### config.mk
export PLATFORM = sky130hd
export DESIGN_NAME = hcu_host
export DESIGN_NICKNAME = d
export VERILOG_FILES = /design/src/hcu_pkg.sv /design/src/hcu_host.sv
export VERILOG_INCLUDE_DIRS = /design/src
export SDC_FILE = /design/constraint.sdc
export NUM_CORES = 1
export LEC_CHECK = 0
export ABC_CLOCK_PERIOD_IN_PS = 2860
export BUFFER_PORTS_ARGS = -buffer_cell sky130_fd_sc_hd__buf_2
export CAP_MARGIN = 15
export CORE_UTILIZATION = 35
export CTS_BUF_LIST = sky130_fd_sc_hd__clkbuf_2
export CTS_CLUSTER_SIZE = 8
export DETAILED_ROUTE_END_ITERATION = 6
export PLACE_DENSITY = 0.57
export SYNTH_ARGS = -nofsm -noshare
export SYNTH_HDL_FRONTEND = slang
export SYNTH_SLANG_ARGS = --single-unit
### constraint.sdc
create_clock -name clk -period 2.86 [get_ports clk]
set_clock_uncertainty 0.1 [all_clocks]
set_input_delay 0.429 -clock clk [delete_from_list [all_inputs] [get_ports clk]]
set_output_delay 0.429 -clock clk [all_outputs]
set_load 0.03 [all_outputs]
### src/hcu_cfg.svh
// Constants for the hidden clock unlock host: timing, widths and pattern
`ifndef HCU_CFG_SVH
`define HCU_CFG_SVH

`define HCU_CLK_NS        8
`define HCU_ADDR_W        17
`define HCU_DATA_W        8
`define HCU_SEQ_BITS      64
`define HCU_BITS_PER_REG  8
`define HCU_FIFO_DEPTH    16
// Least strobe width and least recovery between cycles, in ns
`define HCU_STROBE_NS     85
`define HCU_GAP_NS        20
// Power-up recovery delay, least value, in ns (1.5 ms)
`define HCU_REC_NS        1500000
// Least times round up to whole clock cycles
`define HCU_STROBE_CYC    ((`HCU_STROBE_NS + `HCU_CLK_NS - 1) / `HCU_CLK_NS)
`define HCU_GAP_CYC       ((`HCU_GAP_NS + `HCU_CLK_NS - 1) / `HCU_CLK_NS)
`define HCU_REC_CYC       ((`HCU_REC_NS + `HCU_CLK_NS - 1) / `HCU_CLK_NS)
`define HCU_TIMER_W       18
// Comparison pattern default; arbitrary value, must match the device
`define HCU_PATTERN       64'h0123_4567_89AB_CDEF

`endif

### src/hcu_pkg.sv
// Types for the hidden clock unlock host
`include "hcu_cfg.svh"

package hcu_pkg;

	typedef enum logic [1:0] {
		HCU_IDLE   = 2'b00,
		HCU_STROBE = 2'b01,
		HCU_GAP    = 2'b10
	} hcu_state_t;

	typedef enum logic [1:0] {
		HCU_OPEN   = 2'b00,
		HCU_UNLOCK = 2'b01,
		HCU_XFER   = 2'b10
	} hcu_stage_t;

	typedef struct packed {
		hcu_state_t                st;
		hcu_stage_t                stage;
		logic [`HCU_TIMER_W-1:0]   timer;
		logic [5:0]                bitIdx;
		logic                      recovered;
		logic                      isWrite;
		logic                      last;
		logic [`HCU_DATA_W-1:0]    shift;
		logic [`HCU_ADDR_W-1:0]    addr;
		logic                      ceN;
		logic                      oeN;
		logic                      weN;
		logic [`HCU_DATA_W-1:0]    dqOut;
		logic                      dqOe;
		logic [`HCU_DATA_W-1:0]    rdData;
		logic                      rdValid;
		logic                      done;
		logic                      abort;
	} hcu_host_t;

endpackage : hcu_pkg

### src/hcu_host.sv
// Host controller that unlocks and transfers the hidden clock registers
`timescale 1ns/1ps
`default_nettype none
`include "hcu_cfg.svh"

// Write-data FIFO, flip-flop storage, valid/ready on both sides
module hcu_fifo #(
	parameter int WIDTH = 8,
	parameter int DEPTH = 16
) (
	input  wire logic             clk,
	input  wire logic             rst_n,
	input  wire logic [WIDTH-1:0] inData,
	input  wire logic             inValid,
	output logic                  inReady,
	output logic      [WIDTH-1:0] outData,
	output logic                  outValid,
	input  wire logic             outReady
);
	localparam int AW = $clog2(DEPTH);

	typedef struct packed {
		logic [DEPTH-1:0][WIDTH-1:0] mem;
		logic [AW:0]                 wp;
		logic [AW:0]                 rp;
	} hcu_fifo_st_t;

	hcu_fifo_st_t q;
	hcu_fifo_st_t d;
	logic         full;
	logic         empty;

	// Extra pointer bit tells full from empty
	assign empty    = (q.wp == q.rp);
	assign full     = (q.wp[AW-1:0] == q.rp[AW-1:0]) && (q.wp[AW] != q.rp[AW]);
	assign inReady  = !full;
	assign outValid = !empty;
	assign outData  = q.mem[q.rp[AW-1:0]];

	// Push and pop
	always_comb begin
		d = q;
		if (inValid && !full) begin
			d.mem[q.wp[AW-1:0]] = inData;
			d.wp = q.wp + (AW+1)'(1);
		end
		if (outReady && !empty) begin
			d.rp = q.rp + (AW+1)'(1);
		end
	end

	always_ff @(posedge clk or negedge rst_n) begin
		if (!rst_n) begin
			q <= '0;
		end else begin
			q <= d;
		end
	end
endmodule : hcu_fifo

// How it works
// - Unlock with 64 writes carrying pattern bits.
// - Each attempt opens with a CE/OE read.
// - All writes go to one scratch address.
// - Wait recovery delay after power returns.
// - Chip select forced high the moment power fails.
// - Pattern sent least significant bit first.
// - Eight BCD registers, bit 0 to 7.
module hcu_host
	import hcu_pkg::*;
#(
	parameter logic [`HCU_SEQ_BITS-1:0] UnlockPattern  = `HCU_PATTERN,
	parameter int                       RecoveryCycles = `HCU_REC_CYC
) (
	input  wire logic                   clk,
	input  wire logic                   rst_n,
	input  wire logic                   powerOk,
	input  wire logic [`HCU_ADDR_W-1:0] scratchAddr,
	input  wire logic                   cmdValid,
	input  wire logic                   cmdWrite,
	output logic                        cmdReady,
	input  wire logic [`HCU_DATA_W-1:0] wrData,
	input  wire logic                   wrValid,
	output logic                        wrReady,
	output logic      [`HCU_DATA_W-1:0] rdData,
	output logic                        rdValid,
	output logic                        busy,
	output logic                        done,
	output logic                        abort,
	output logic                        ceN,
	output logic                        oeN,
	output logic                        weN,
	output logic      [`HCU_ADDR_W-1:0] addr,
	output logic      [`HCU_DATA_W-1:0] dqOut,
	output logic                        dqOe,
	input  wire logic [`HCU_DATA_W-1:0] dqIn
);
	localparam logic [`HCU_TIMER_W-1:0] StrobeLoad = `HCU_TIMER_W'(`HCU_STROBE_CYC - 1);
	localparam logic [`HCU_TIMER_W-1:0] GapLoad    = `HCU_TIMER_W'(`HCU_GAP_CYC - 1);
	localparam logic [`HCU_TIMER_W-1:0] RecLoad    = `HCU_TIMER_W'(RecoveryCycles);

	hcu_host_t              q;
	hcu_host_t              d;
	logic [`HCU_DATA_W-1:0] fifoData;
	logic                   fifoValid;
	logic                   fifoPop;

	// Source stalls on wrReady once sixteen bytes wait
	hcu_fifo #(
		.WIDTH (`HCU_DATA_W),
		.DEPTH (`HCU_FIFO_DEPTH)
	) u_hcu_fifo (
		.clk      (clk),
		.rst_n    (rst_n),
		.inData   (wrData),
		.inValid  (wrValid),
		.inReady  (wrReady),
		.outData  (fifoData),
		.outValid (fifoValid),
		.outReady (fifoPop)
	);

	// Ends the strobe; every cycle gets the same width and recovery
	function automatic hcu_host_t endStrobe(input hcu_host_t s);
		hcu_host_t r;
		r       = s;
		r.ceN   = 1'b1; // Rising select ends the write here
		r.oeN   = 1'b1;
		r.weN   = 1'b1;
		r.st    = HCU_GAP;
		r.timer = GapLoad;
		return r;
	endfunction : endStrobe

	// Opens one bus cycle, read or write
	function automatic hcu_host_t openCycle(input hcu_host_t s, input logic wr,
			input logic bitVal);
		hcu_host_t r;
		r       = s;
		r.ceN   = 1'b0;
		r.oeN   = wr;
		r.weN   = !wr;
		r.dqOut = {{(`HCU_DATA_W-1){1'b0}}, bitVal}; // Only bit zero matters
		r.dqOe  = wr;
		r.st    = HCU_STROBE;
		r.timer = StrobeLoad;
		return r;
	endfunction : openCycle

	// Command is taken only with power good and recovery spent
	assign cmdReady = (q.st == HCU_IDLE) && q.recovered && powerOk;
	assign busy     = (q.st != HCU_IDLE);
	// Select forced high the moment power fails, no clock lag
	assign ceN      = q.ceN | !powerOk;
	assign oeN      = q.oeN;
	assign weN      = q.weN;
	assign addr     = q.addr;
	assign dqOut    = q.dqOut;
	assign dqOe     = q.dqOe & powerOk;
	assign rdData   = q.rdData;
	assign rdValid  = q.rdValid;
	assign done     = q.done;
	assign abort    = q.abort;

	// Sequencer: opening read, 64 unlock writes, 64 transfer cycles
	always_comb begin
		d         = q;
		d.rdValid = 1'b0;
		d.done    = 1'b0;
		d.abort   = 1'b0;
		fifoPop   = 1'b0;
		if (!powerOk) begin
			// Drop everything and restart the recovery wait
			d.st        = HCU_IDLE;
			d.recovered = 1'b0;
			d.timer     = RecLoad;
			d.ceN       = 1'b1;
			d.oeN       = 1'b1;
			d.weN       = 1'b1;
			d.dqOe      = 1'b0;
			d.last      = 1'b0;
			d.abort     = (q.st != HCU_IDLE);
		end else begin
			unique case (q.st)
				HCU_IDLE: begin
					if (!q.recovered) begin
						if (q.timer == '0) begin
							d.recovered = 1'b1;
						end else begin
							d.timer = q.timer - `HCU_TIMER_W'(1);
						end
					end else if (cmdValid) begin
						// Every command unlocks anew at the scratch word
						d         = openCycle(q, 1'b0, 1'b0); // Opening read
						d.isWrite = cmdWrite;
						d.stage   = HCU_OPEN;
						d.bitIdx  = '0;
						d.addr    = scratchAddr;
					end
				end
				HCU_STROBE: begin
					if (q.timer != '0) begin
						d.timer = q.timer - `HCU_TIMER_W'(1);
					end else begin
						d = endStrobe(q);
						unique case (q.stage)
							HCU_OPEN: begin
								d.stage  = HCU_UNLOCK;
								d.bitIdx = '0;
							end
							HCU_UNLOCK: begin
								d.bitIdx = q.bitIdx + 6'd1;
								if (q.bitIdx == 6'd63) begin
									d.stage = HCU_XFER; // Pattern done, clock opens
								end
							end
							default: begin
								if (!q.isWrite) begin
									// Sample bit zero, LSB first into the byte
									d.shift = {dqIn[0], q.shift[`HCU_DATA_W-1:1]};
									if (q.bitIdx[2:0] == 3'd7) begin
										d.rdData  = {dqIn[0], q.shift[`HCU_DATA_W-1:1]};
										d.rdValid = 1'b1;
									end
								end
								d.bitIdx = q.bitIdx + 6'd1;
								d.last   = (q.bitIdx == 6'd63);
							end
						endcase
					end
				end
				default: begin
					if (q.timer != '0) begin
						d.timer = q.timer - `HCU_TIMER_W'(1);
					end else begin
						d.dqOe = 1'b0; // Data held through recovery for hold time
						if (q.last) begin
							d.st   = HCU_IDLE;
							d.last = 1'b0;
							d.done = 1'b1; // Device back on SRAM routing
						end else if (q.stage == HCU_UNLOCK) begin
							// Pattern bit by pointer, LSB first
							d = openCycle(q, 1'b1, UnlockPattern[q.bitIdx]);
						end else if (!q.isWrite) begin
							d = openCycle(q, 1'b0, 1'b0);
						end else if (q.bitIdx[2:0] != 3'd0) begin
							d = openCycle(q, 1'b1, q.shift[q.bitIdx[2:0]]);
						end else if (fifoValid) begin
							// New byte per register; stalls here while FIFO empty
							fifoPop = 1'b1;
							d       = openCycle(q, 1'b1, fifoData[0]);
							d.shift = fifoData;
						end
					end
				end
			endcase
		end
	end

	// Outputs idle high, recovery wait armed from reset
	always_ff @(posedge clk or negedge rst_n) begin
		if (!rst_n) begin
			q       <= '0;
			q.st    <= HCU_IDLE;
			q.stage <= HCU_OPEN;
			q.timer <= RecLoad;
			q.ceN   <= 1'b1;
			q.oeN   <= 1'b1;
			q.weN   <= 1'b1;
		end else begin
			q <= d;
		end
	end
endmodule : hcu_host

`default_nettype wire

==> impl_metrics.py, run 1 <==
metrics = {
    "status": {
        "outcome": "finished, final reports clean",
    },
    "sta": {
        "layout_worst_path_cycle_share_pct": 96.96,
        "finalSetupViolCount": 0,
        "tightest_hold_margin_ns": 0.1211,
        "hold_viol_final": 0,
        "rsz0062_at_grt": "yes",
        "timing.final.max_slew_violations": 0,
        "final_period_minus_worst_setup_slack_ns": 2.773,
        "tightestPinTransition_ns": 0.8512,
        "highest_clock_frequency_the_design_can_meet_ghz": 0.3606,
        "slew-limit-headroom_pct": 42.99,
    },
    "drt": {
        "wl_um": 24680,
        "residual_drc_count": 0,
        "wl_per_cell_um": 17.19,
        "antenna_left": 0,
        "avgViaCountPerCell": 5.136,
        "drt-initial-drc-count": 365,
        "via_count": 7376,
        "drt-pass1-iter-count": 4,
    },
    "clocking": {
        "clk_latency_ns": 0.84,
        "cts_tree": "built",
        "clk_transition_reported_paths_ns": 0.09,
        "cts-htree-levels": 2,
        "ctsLongestPathBuffers": 3,
        "clock_sinks": 210,
        "cts_made_buffers": 55,
        "clk_root_buffer_cell": "sky130_fd_sc_hd__clkbuf_2",
    },
    "pwr": {
        "totalPowerFinal_uw": 8739,
        "cellLeakagePower_uw": 0.005490,
        "p_per_area_nw_per_um2": 708.3,
        "ir_worst_vdd_mv": 0.4558,
    },
    "floorplan": {
        "fp.dieH_um": 176.5,
        "core-area_um2": 29800,
        "die_width_um": 176.5,
        "std_cell_rows": 63,
        "effective_utilization_at_floorplan_pct": 35.78,
        "fp.dieArea_um2": 31160,
        "io_pins": 82,
    },
    "synthesis": {
        "yosys.area_share.xor_xnor_pct": 1.232,
        "synth_cells": 879,
        "count_of_flip_flops_with_a_built_in_enable_after_synthesis": 0,
        "syn-mean-instance-area_um2": 12.13,
        "async_flop_share_pct": 100.0,
        "area_fraction_in_compound_gates_after_synthesis_pct": 9.083,
        "synthMuxAreaShare_pct": 23.86,
        "synth-warning-count": 0,
        "ys_dominant_reg_cell": "sky130_fd_sc_hd__dfrtp_1",
        "post_synthesis_simple_gate_area_fraction_pct": 9.694,
        "yosysSeqAreaShare_pct": 49.44,
        "yosys_register_bits": 210,
        "synth_area_um2": 10660,
        "yosysUniqueCellTypes": 68,
        "combinational_family_with_the_most_area_after_synthesis": "multiplexers",
        "yosys.area_share.adder_pct": 1.526,
    },
    "placement": {
        "rd_place_congestion": 0.8273,
        "hpwlAfterDp_um": 15980,
        "placedCellCount": 1311,
        "cell_area_after_placement_um2": 11520,
        "placement.io_buffers": 67,
    },
    "final_layout": {
        "finish.net_count": 1061,
        "layout-drive-gt1-share_pct": 39.20,
        "antennaDiodeCount": 0,
        "postLayoutCellArea_um2": 12340,
        "fillerInstances": 2880,
        "multi_input_area_um2": 4870,
        "instances_no_fill": 1436,
        "final-seq-area_um2": 5273,
        "final_core_util_pct": 41.41,
        "area_growth_syn_to_layout_pct": 15.73,
    },
    "worst_setup_path": {
        "worst_ep_arrival_time_ns": 3.33,
        "maximum_fanout_count_along_the_critical_path": 12,
        "worst_setup_path_start_kind": "flop",
        "critPathKind": "flop to flop",
        "worst_ep_required_time_ns": 3.42,
        "setup.worst_path.end_class": "flop",
        "slack_of_the_worst_reg_to_reg_path_ns": 0.09,
    },
    "global_routing": {
        "globalRouteOverflowTotal": 0,
        "grtUsageTotal_pct": 16.43,
        "grt_pass1_wl_um": 40530,
        "initial_antenna_violation_count": 0,
        "pin_count_of_the_biggest_net_entering_global_routing": 85,
        "grt_pass1_vias": 7508,
    },
    "job": {
        "cap_viol_max_count": 0,
    },
    "min_path": {
        "hold_class": "input port to flop",
    },
}
## power breakdown
part | switching [uW] | total, uW | internal, uW
sequential | 478 | 4400 | 3920
combinational | 911 | 2300 | 1380
clock | 1220 | 2050 | 828
## area by class of cell
type	instances	share of cell area, %
clock buffer	78	3.164
timing repair buffer	153	9.238
clock inverter	16	0.8011
multi-input combinational	568	39.47
sequential	210	42.73
tap	390	3.955
inverter	21	0.6389
## placed cells by master, fill, tap and decap left out, drive strengths merged, types with 15 or more instances in the layout
master	Yosys	routed
mux2	143	143
nand2	55	55
inv	20	21
mux4	37	37
a21oi	32	32
dfrtp	197	197
nor2	25	25
o21ai	42	42
clkbuf	37	79
dlygate4sd3	0	30
buf	49	122
or3	15	15
nand3	28	28
## state kept, by name (all words and copies together) (netlist names)
register / cells
oeN: 1
abort: 1
rdValid: 1
u_hcu_fifo.q: 138
dqOut: 1
weN: 1
q: 41
addr: 17
done: 1
rdData: 8
## layer usage
| metal | wire length [um] | global-route usage, % | share of wire [%] | vias to the layer above |
|---|---|---|---|---|
| met2 | 11720 | 26.68 | 47 | 188 |
| met4 | 348 | 4.346 | 1.4 | 0 |
| met5 | 0 | 0 | 0 | - |
| met1 | 11360 | 22.21 | 46 | 3679 |
| li1 | - | - | - | 3476 |
| met3 | 1255 | 3.445 | 5.1 | 33 |
## cells in the mapped netlist, types with 6 or more instances
library cell	number	area, um^2
sky130_fd_sc_hd__or3_1	15	93.84
sky130_fd_sc_hd__o31ai_1	13	97.59
sky130_fd_sc_hd__ha_1	13	162.7
sky130_fd_sc_hd__a22oi_1	9	67.56
sky130_fd_sc_hd__dfstp_2	13	341.6
sky130_fd_sc_hd__nor2_1	25	93.84
sky130_fd_sc_hd__a21oi_1	32	160.2
sky130_fd_sc_hd__inv_1	20	75.07
sky130_fd_sc_hd__buf_4	33	247.7
sky130_fd_sc_hd__buf_2	11	55.05
sky130_fd_sc_hd__mux4_2	37	833.3
sky130_fd_sc_hd__a31oi_1	8	50.05
sky130_fd_sc_hd__dfrtp_1	197	4930
sky130_fd_sc_hd__o211ai_1	6	45.04
sky130_fd_sc_hd__nor2b_1	14	87.58
sky130_fd_sc_hd__xnor2_1	13	113.9
sky130_fd_sc_hd__a21o_1	6	45.04
sky130_fd_sc_hd__and3_1	9	56.30
sky130_fd_sc_hd__mux2_2	135	1520
sky130_fd_sc_hd__and2_1	6	37.54
sky130_fd_sc_hd__mux2i_1	10	100.1
sky130_fd_sc_hd__nand3_1	28	140.1
sky130_fd_sc_hd__clkbuf_1	37	138.9
sky130_fd_sc_hd__a211oi_1	8	60.06
sky130_fd_sc_hd__nand2_1	53	198.9
sky130_fd_sc_hd__nand4_1	9	56.30
sky130_fd_sc_hd__o21ai_0	38	190.2
sky130_fd_sc_hd__mux2_1	8	90.09
## per-stage QoR
stage	setup WS (ns)	TNS (ns)
3_3_place_gp	0.1110	0
4_1_cts	0.02105	0
5_1_grt	-0.02563	-0.04608
6_report	0.08697	0
2_1_floorplan	0.1666	0
3_5_place_dp	0.04141	0
## what timing repair did
item / 4_1_cts / 5_1_grt
gates resized for setup: 0 / 2
hold buffers: 31 / 0
endpoints found under the hold margin: 365 / 0
setup buffers: 0 / 0
endpoints found under the setup margin: 0 / 7
## final timing paths
kind,cells after the start,to,startpoint
setup / recovery,8,q[58]$_DFFE_PN0P_,q[57]$_DFFE_PN0P_
hold / removal,4,u_hcu_fifo.q[5]$_DFFE_PN0P_,wrValid
setup reg to reg,8,q[58]$_DFFE_PN0P_,q[57]$_DFFE_PN0P_
hold reg to reg,2,addr[7]$_DFFE_PN0P_,addr[7]$_DFFE_PN0P_
max in group asynchronous,3,u_hcu_fifo.q[49]$_DFFE_PN0P_,rst_n
min in group asynchronous,2,q[72]$_DFFE_PN1P_,rst_n
## critical path, stage by stage (launching register included)
cell                      delay (ns)
sky130_fd_sc_hd__dfrtp_1        0.40
sky130_fd_sc_hd__inv_1          0.11
sky130_fd_sc_hd__ha_1           0.15
sky130_fd_sc_hd__or3b_2         0.51
sky130_fd_sc_hd__nor4_4         0.22
sky130_fd_sc_hd__nand2_2        0.14
sky130_fd_sc_hd__or3_1          0.46
sky130_fd_sc_hd__and2_4         0.25
sky130_fd_sc_hd__mux2_1         0.32
## cell families after synthesis
kind of cell             Yosys count
flip-flops                       210
AND/OR/NAND/NOR                  192
multiplexers                     190
AO/OA/AOI/OAI                    151
buffers and inverters            107
XOR/XNOR                          15
adder cells (fa/ha/maj)           13
other                              1
Power figures use the tool's default switching activity.
==> inputs of run 2 (changes only) <==
- GPL_TIMING_DRIVEN: unset -> 0
- SYNTH_HIERARCHICAL: unset -> 1
==> run 2 against run 1 <==
Combinational power increased by 14%. Final cell count rose by 6.1%. Die area grew 4.1%. Non-clock buffer count increased by 49. Register-to-register slack better by 0.05 ns. Setup slack gained 0.028 ns. Power rose by 3.9%. Routed wire length rose by 12%. Flip-flop and latch count is the same. Critical path depth fell by 3. Cell area up 5.9%.
==> impl_metrics.py, run 2 <==
metrics = {
    "worst_setup_path": {
        "critical_path.n_buffers_inverters": 3,
        "worst_ep_required_time_ns": 2.33,
        "critPathMostFrequentCell": "sky130_fd_sc_hd__buf_6",
        "worst_setup_path_start_kind": "flop",
        "critPathKind": "flop to output port",
        "setup.worst_path.end_class": "output port",
        "crit_chain": "xor2_2 > buf_6 > buf_6 > nand2_2 > buf_6",
        "cp_top_family": "buffers and inverters",
        "slowest_stage_cell_crit_path": "sky130_fd_sc_hd__dfrtp_1",
        "worst_ep_arrival_time_ns": 2.22,
        "max_stage_delay_ns": 0.48,
        "maximum_fanout_count_along_the_critical_path": 10,
    },
    "synthesis": {
        "async_flop_share_pct": 100.0,
        "yosysSeqAreaShare_pct": 47.48,
        "count_of_flip_flops_with_a_built_in_enable_after_synthesis": 0,
        "synth_commonest_cells": "197 x sky130_fd_sc_hd__dfrtp_1, 142 x sky130_fd_sc_hd__mux2_2, 75 x sky130_fd_sc_hd__nand2_1, 38 x sky130_fd_sc_hd__buf_4, 37 x sky130_fd_sc_hd__o21ai_0",
        "synth-warning-count": 6,
        "yosysTopAreaCellShare_pct": 44.40,
        "synth_most_common_cell": "sky130_fd_sc_hd__dfrtp_1",
        "synth_cells": 913,
        "syn-mean-instance-area_um2": 12.16,
        "ys_dominant_reg_cell": "sky130_fd_sc_hd__dfrtp_1",
        "synth_area_um2": 11100,
        "synth.largest_area_cell": "sky130_fd_sc_hd__dfrtp_1",
        "post_synth_main_area_contributors": "sky130_fd_sc_hd__dfrtp_1 44%, sky130_fd_sc_hd__mux2_2 14%, sky130_fd_sc_hd__mux4_2 6.9%, sky130_fd_sc_hd__dfstp_2 3.1%, sky130_fd_sc_hd__buf_4 2.6%",
        "yosys_register_bits": 210,
        "yosysUniqueCellTypes": 75,
    },
    "drt": {
        "residual_drc_count": 0,
        "via_count": 7934,
        "antenna_left": 0,
        "wl_per_cell_um": 18.10,
        "avgViaCountPerCell": 5.206,
        "drt-pass1-iter-count": 4,
        "wl_um": 27580,
        "drt-initial-drc-count": 437,
    },
    "pwr": {
        "p_per_area_nw_per_um2": 695.1,
        "power_switching_uw": 2850,
        "power_switching_share_pct": 31.37,
        "p_seq_share_pct": 48.2,
        "clock_power_share_pct": 22.9,
        "cellLeakagePower_uw": 0.005848,
        "totalPowerFinal_uw": 9083,
        "pwr-share-comb_pct": 28.8,
        "ir_worst_vdd_mv": 0.4056,
        "intPower_uw": 6234,
    },
    "clocking": {
        "cts_made_buffers": 53,
        "cts-htree-levels": 2,
        "clk_root_buffer_cell": "sky130_fd_sc_hd__clkbuf_2",
        "clock_sinks": 210,
        "clk_latency_ns": 0.82,
        "ctsLongestPathBuffers": 3,
        "cts_tree": "built",
        "clk_transition_reported_paths_ns": 0.11,
    },
    "sta": {
        "tightestPinTransition_ns": 1.080,
        "final_period_minus_worst_setup_slack_ns": 2.745,
        "timing.final.max_slew_violations": 0,
        "layout_worst_path_cycle_share_pct": 95.99,
        "rsz0062_at_grt": "no",
        "slew-limit-headroom_pct": 27.38,
        "finalSetupViolCount": 0,
        "hold_viol_final": 0,
        "highest_clock_frequency_the_design_can_meet_ghz": 0.3643,
    },
    "placement": {
        "cell_area_after_placement_um2": 11980,
        "hpwlAfterDp_um": 18010,
        "rd_place_congestion": 0.8460,
        "placement.io_buffers": 65,
    },
    "final_layout": {
        "largest-register": "u_hcu_fifo/q",
        "area_growth_syn_to_layout_pct": 17.71,
        "layout-drive-gt1-share_pct": 41.44,
        "largest_reg_flops": 138,
        "most-common-layout-cells": "196 x sky130_fd_sc_hd__dfrtp_1, 142 x sky130_fd_sc_hd__mux2_2, 82 x sky130_fd_sc_hd__clkbuf_2, 73 x sky130_fd_sc_hd__nand2_1, 73 x sky130_fd_sc_hd__buf_2",
        "mostFrequentLayoutCell": "sky130_fd_sc_hd__dfrtp_1",
        "final_core_util_pct": 42.28,
        "finish.net_count": 1136,
        "postLayoutCellArea_um2": 13070,
    },
    "floorplan": {
        "std_cell_rows": 64,
        "core-area_um2": 30910,
        "io_pins": 82,
        "die_width_um": 180.1,
        "fp.dieH_um": 180.1,
        "effective_utilization_at_floorplan_pct": 35.92,
        "fp.dieArea_um2": 32440,
    },
    "global_routing": {
        "globalRouteOverflowTotal": 0,
        "grt_pass1_vias": 8015,
        "initial_antenna_violation_count": 1,
        "grtUsageTotal_pct": 17.23,
        "pin_count_of_the_biggest_net_entering_global_routing": 108,
        "grt_pass1_wl_um": 44820,
    },
    "min_path": {
        "hold_class": "input port to flop",
    },
    "job": {
        "cap_viol_max_count": 0,
    },
    "status": {
        "outcome": "finished, final reports clean",
    },
}
## run 2: changes by cell type after synthesis, moves of 6 or more
cell	before	now
sky130_fd_sc_hd__a21oi_4	0	12
sky130_fd_sc_hd__or3_1	15	7
sky130_fd_sc_hd__mux2_4	0	8
sky130_fd_sc_hd__inv_1	20	27
sky130_fd_sc_hd__o22ai_1	2	10
sky130_fd_sc_hd__mux2_2	135	142
sky130_fd_sc_hd__o31a_1	0	6
sky130_fd_sc_hd__nor2_1	25	16
sky130_fd_sc_hd__nand2_1	53	75
sky130_fd_sc_hd__a21oi_1	32	20
sky130_fd_sc_hd__a21o_1	6	0
## run 2: through the flow
stage               hold slack (ns)  std cells  worst slack (ns)  TNS (ns)
floorplan                   0.03341        919           0.02810         0
global placement             0.3622       1380            -2.549   -518.63
detailed placement           0.3701       1381           -0.5429    -7.502
CTS                        0.007092       1515          0.003552         0
global route                0.09332       1524          0.001974         0
finish                      0.07398       1524            0.1147         0
## run 2: kinds of logic after synthesis
family / share of synthesized area (%)
flops: 47.48
compound gates: 11.47
mux: 23.60
fa+ha+maj: 1.465
xor+xnor: 1.026
buf+inv: 5.601
simple gates: 9.321
other cells: 0.03378
## run 2: what timing repair did
action | 4_1_cts | 5_1_grt
resized for setup | 24 | 21
pin swaps | 3 | 4
setup endpoints to repair | 40 | 25
hold endpoints to repair | 162 | 0
setup buffers | 7 | 9
hold buffers | 30 | 0
## run 2: final cells by class
type	instances	area (um^2)
antenna	1	2.502
buffer	90	571.8
clock buffer	79	395.4
clock inverter	19	103.9
fill	2980	17840
inverter	27	101.3
multi-input combinational	590	5335
sequential	210	5273
tap	396	495.5
timing repair buffer	112	789.5
## run 2: path summary, 6_finish.rpt
| path | startpoint | endpoint | slack (ns) | depth (start not counted) |
|---|---|---|---|---|
| setup / recovery | u_hcu_fifo/q[9]$_DFFE_PN0P_ | wrReady | 0.11 | 5 |
| hold / removal | cmdValid | q[11]$_DFFE_PN0P_ | 0.07 | 4 |
| setup reg to reg | u_hcu_fifo/q[3]$_DFFE_PN0P_ | q[65]$_DFFE_PN0P_ | 0.14 | 12 |
| hold reg to reg | q[71]$_DFFE_PN1P_ | q[71]$_DFFE_PN1P_ | 0.38 | 2 |
| max in group asynchronous | rst_n | u_hcu_fifo/q[53]$_DFFE_PN0P_ | 1.47 | 3 |
| min in group asynchronous | rst_n | dqOut[0]$_DFFE_PN0P_ | 0.19 | 2 |
## run 2: worst min-delay path, cell delays in order
cell and delay (ns):
sky130_fd_sc_hd__buf_2 0.12, sky130_fd_sc_hd__nand2_1 0.10, sky130_fd_sc_hd__o22ai_1 0.11, sky130_fd_sc_hd__o21ai_0 0.15
## run 2: routing by layer
layer / global-route usage, % / wire length, um
met5: 0 / 0
met4: 5.197 / 572
met3: 2.829 / 1129
met2: 28.03 / 13040
met1: 23.60 / 12840
## run 2: power groups by stage
stage	sequential, uW	combinational, uW	clock (uW)
final	4380	2620	2080
after global routing	4510	2820	2350
after CTS	4370	2590	2200
after detailed placement	4430	2510	0
after global placement	4390	2440	0
after floorplan	4270	2000	0
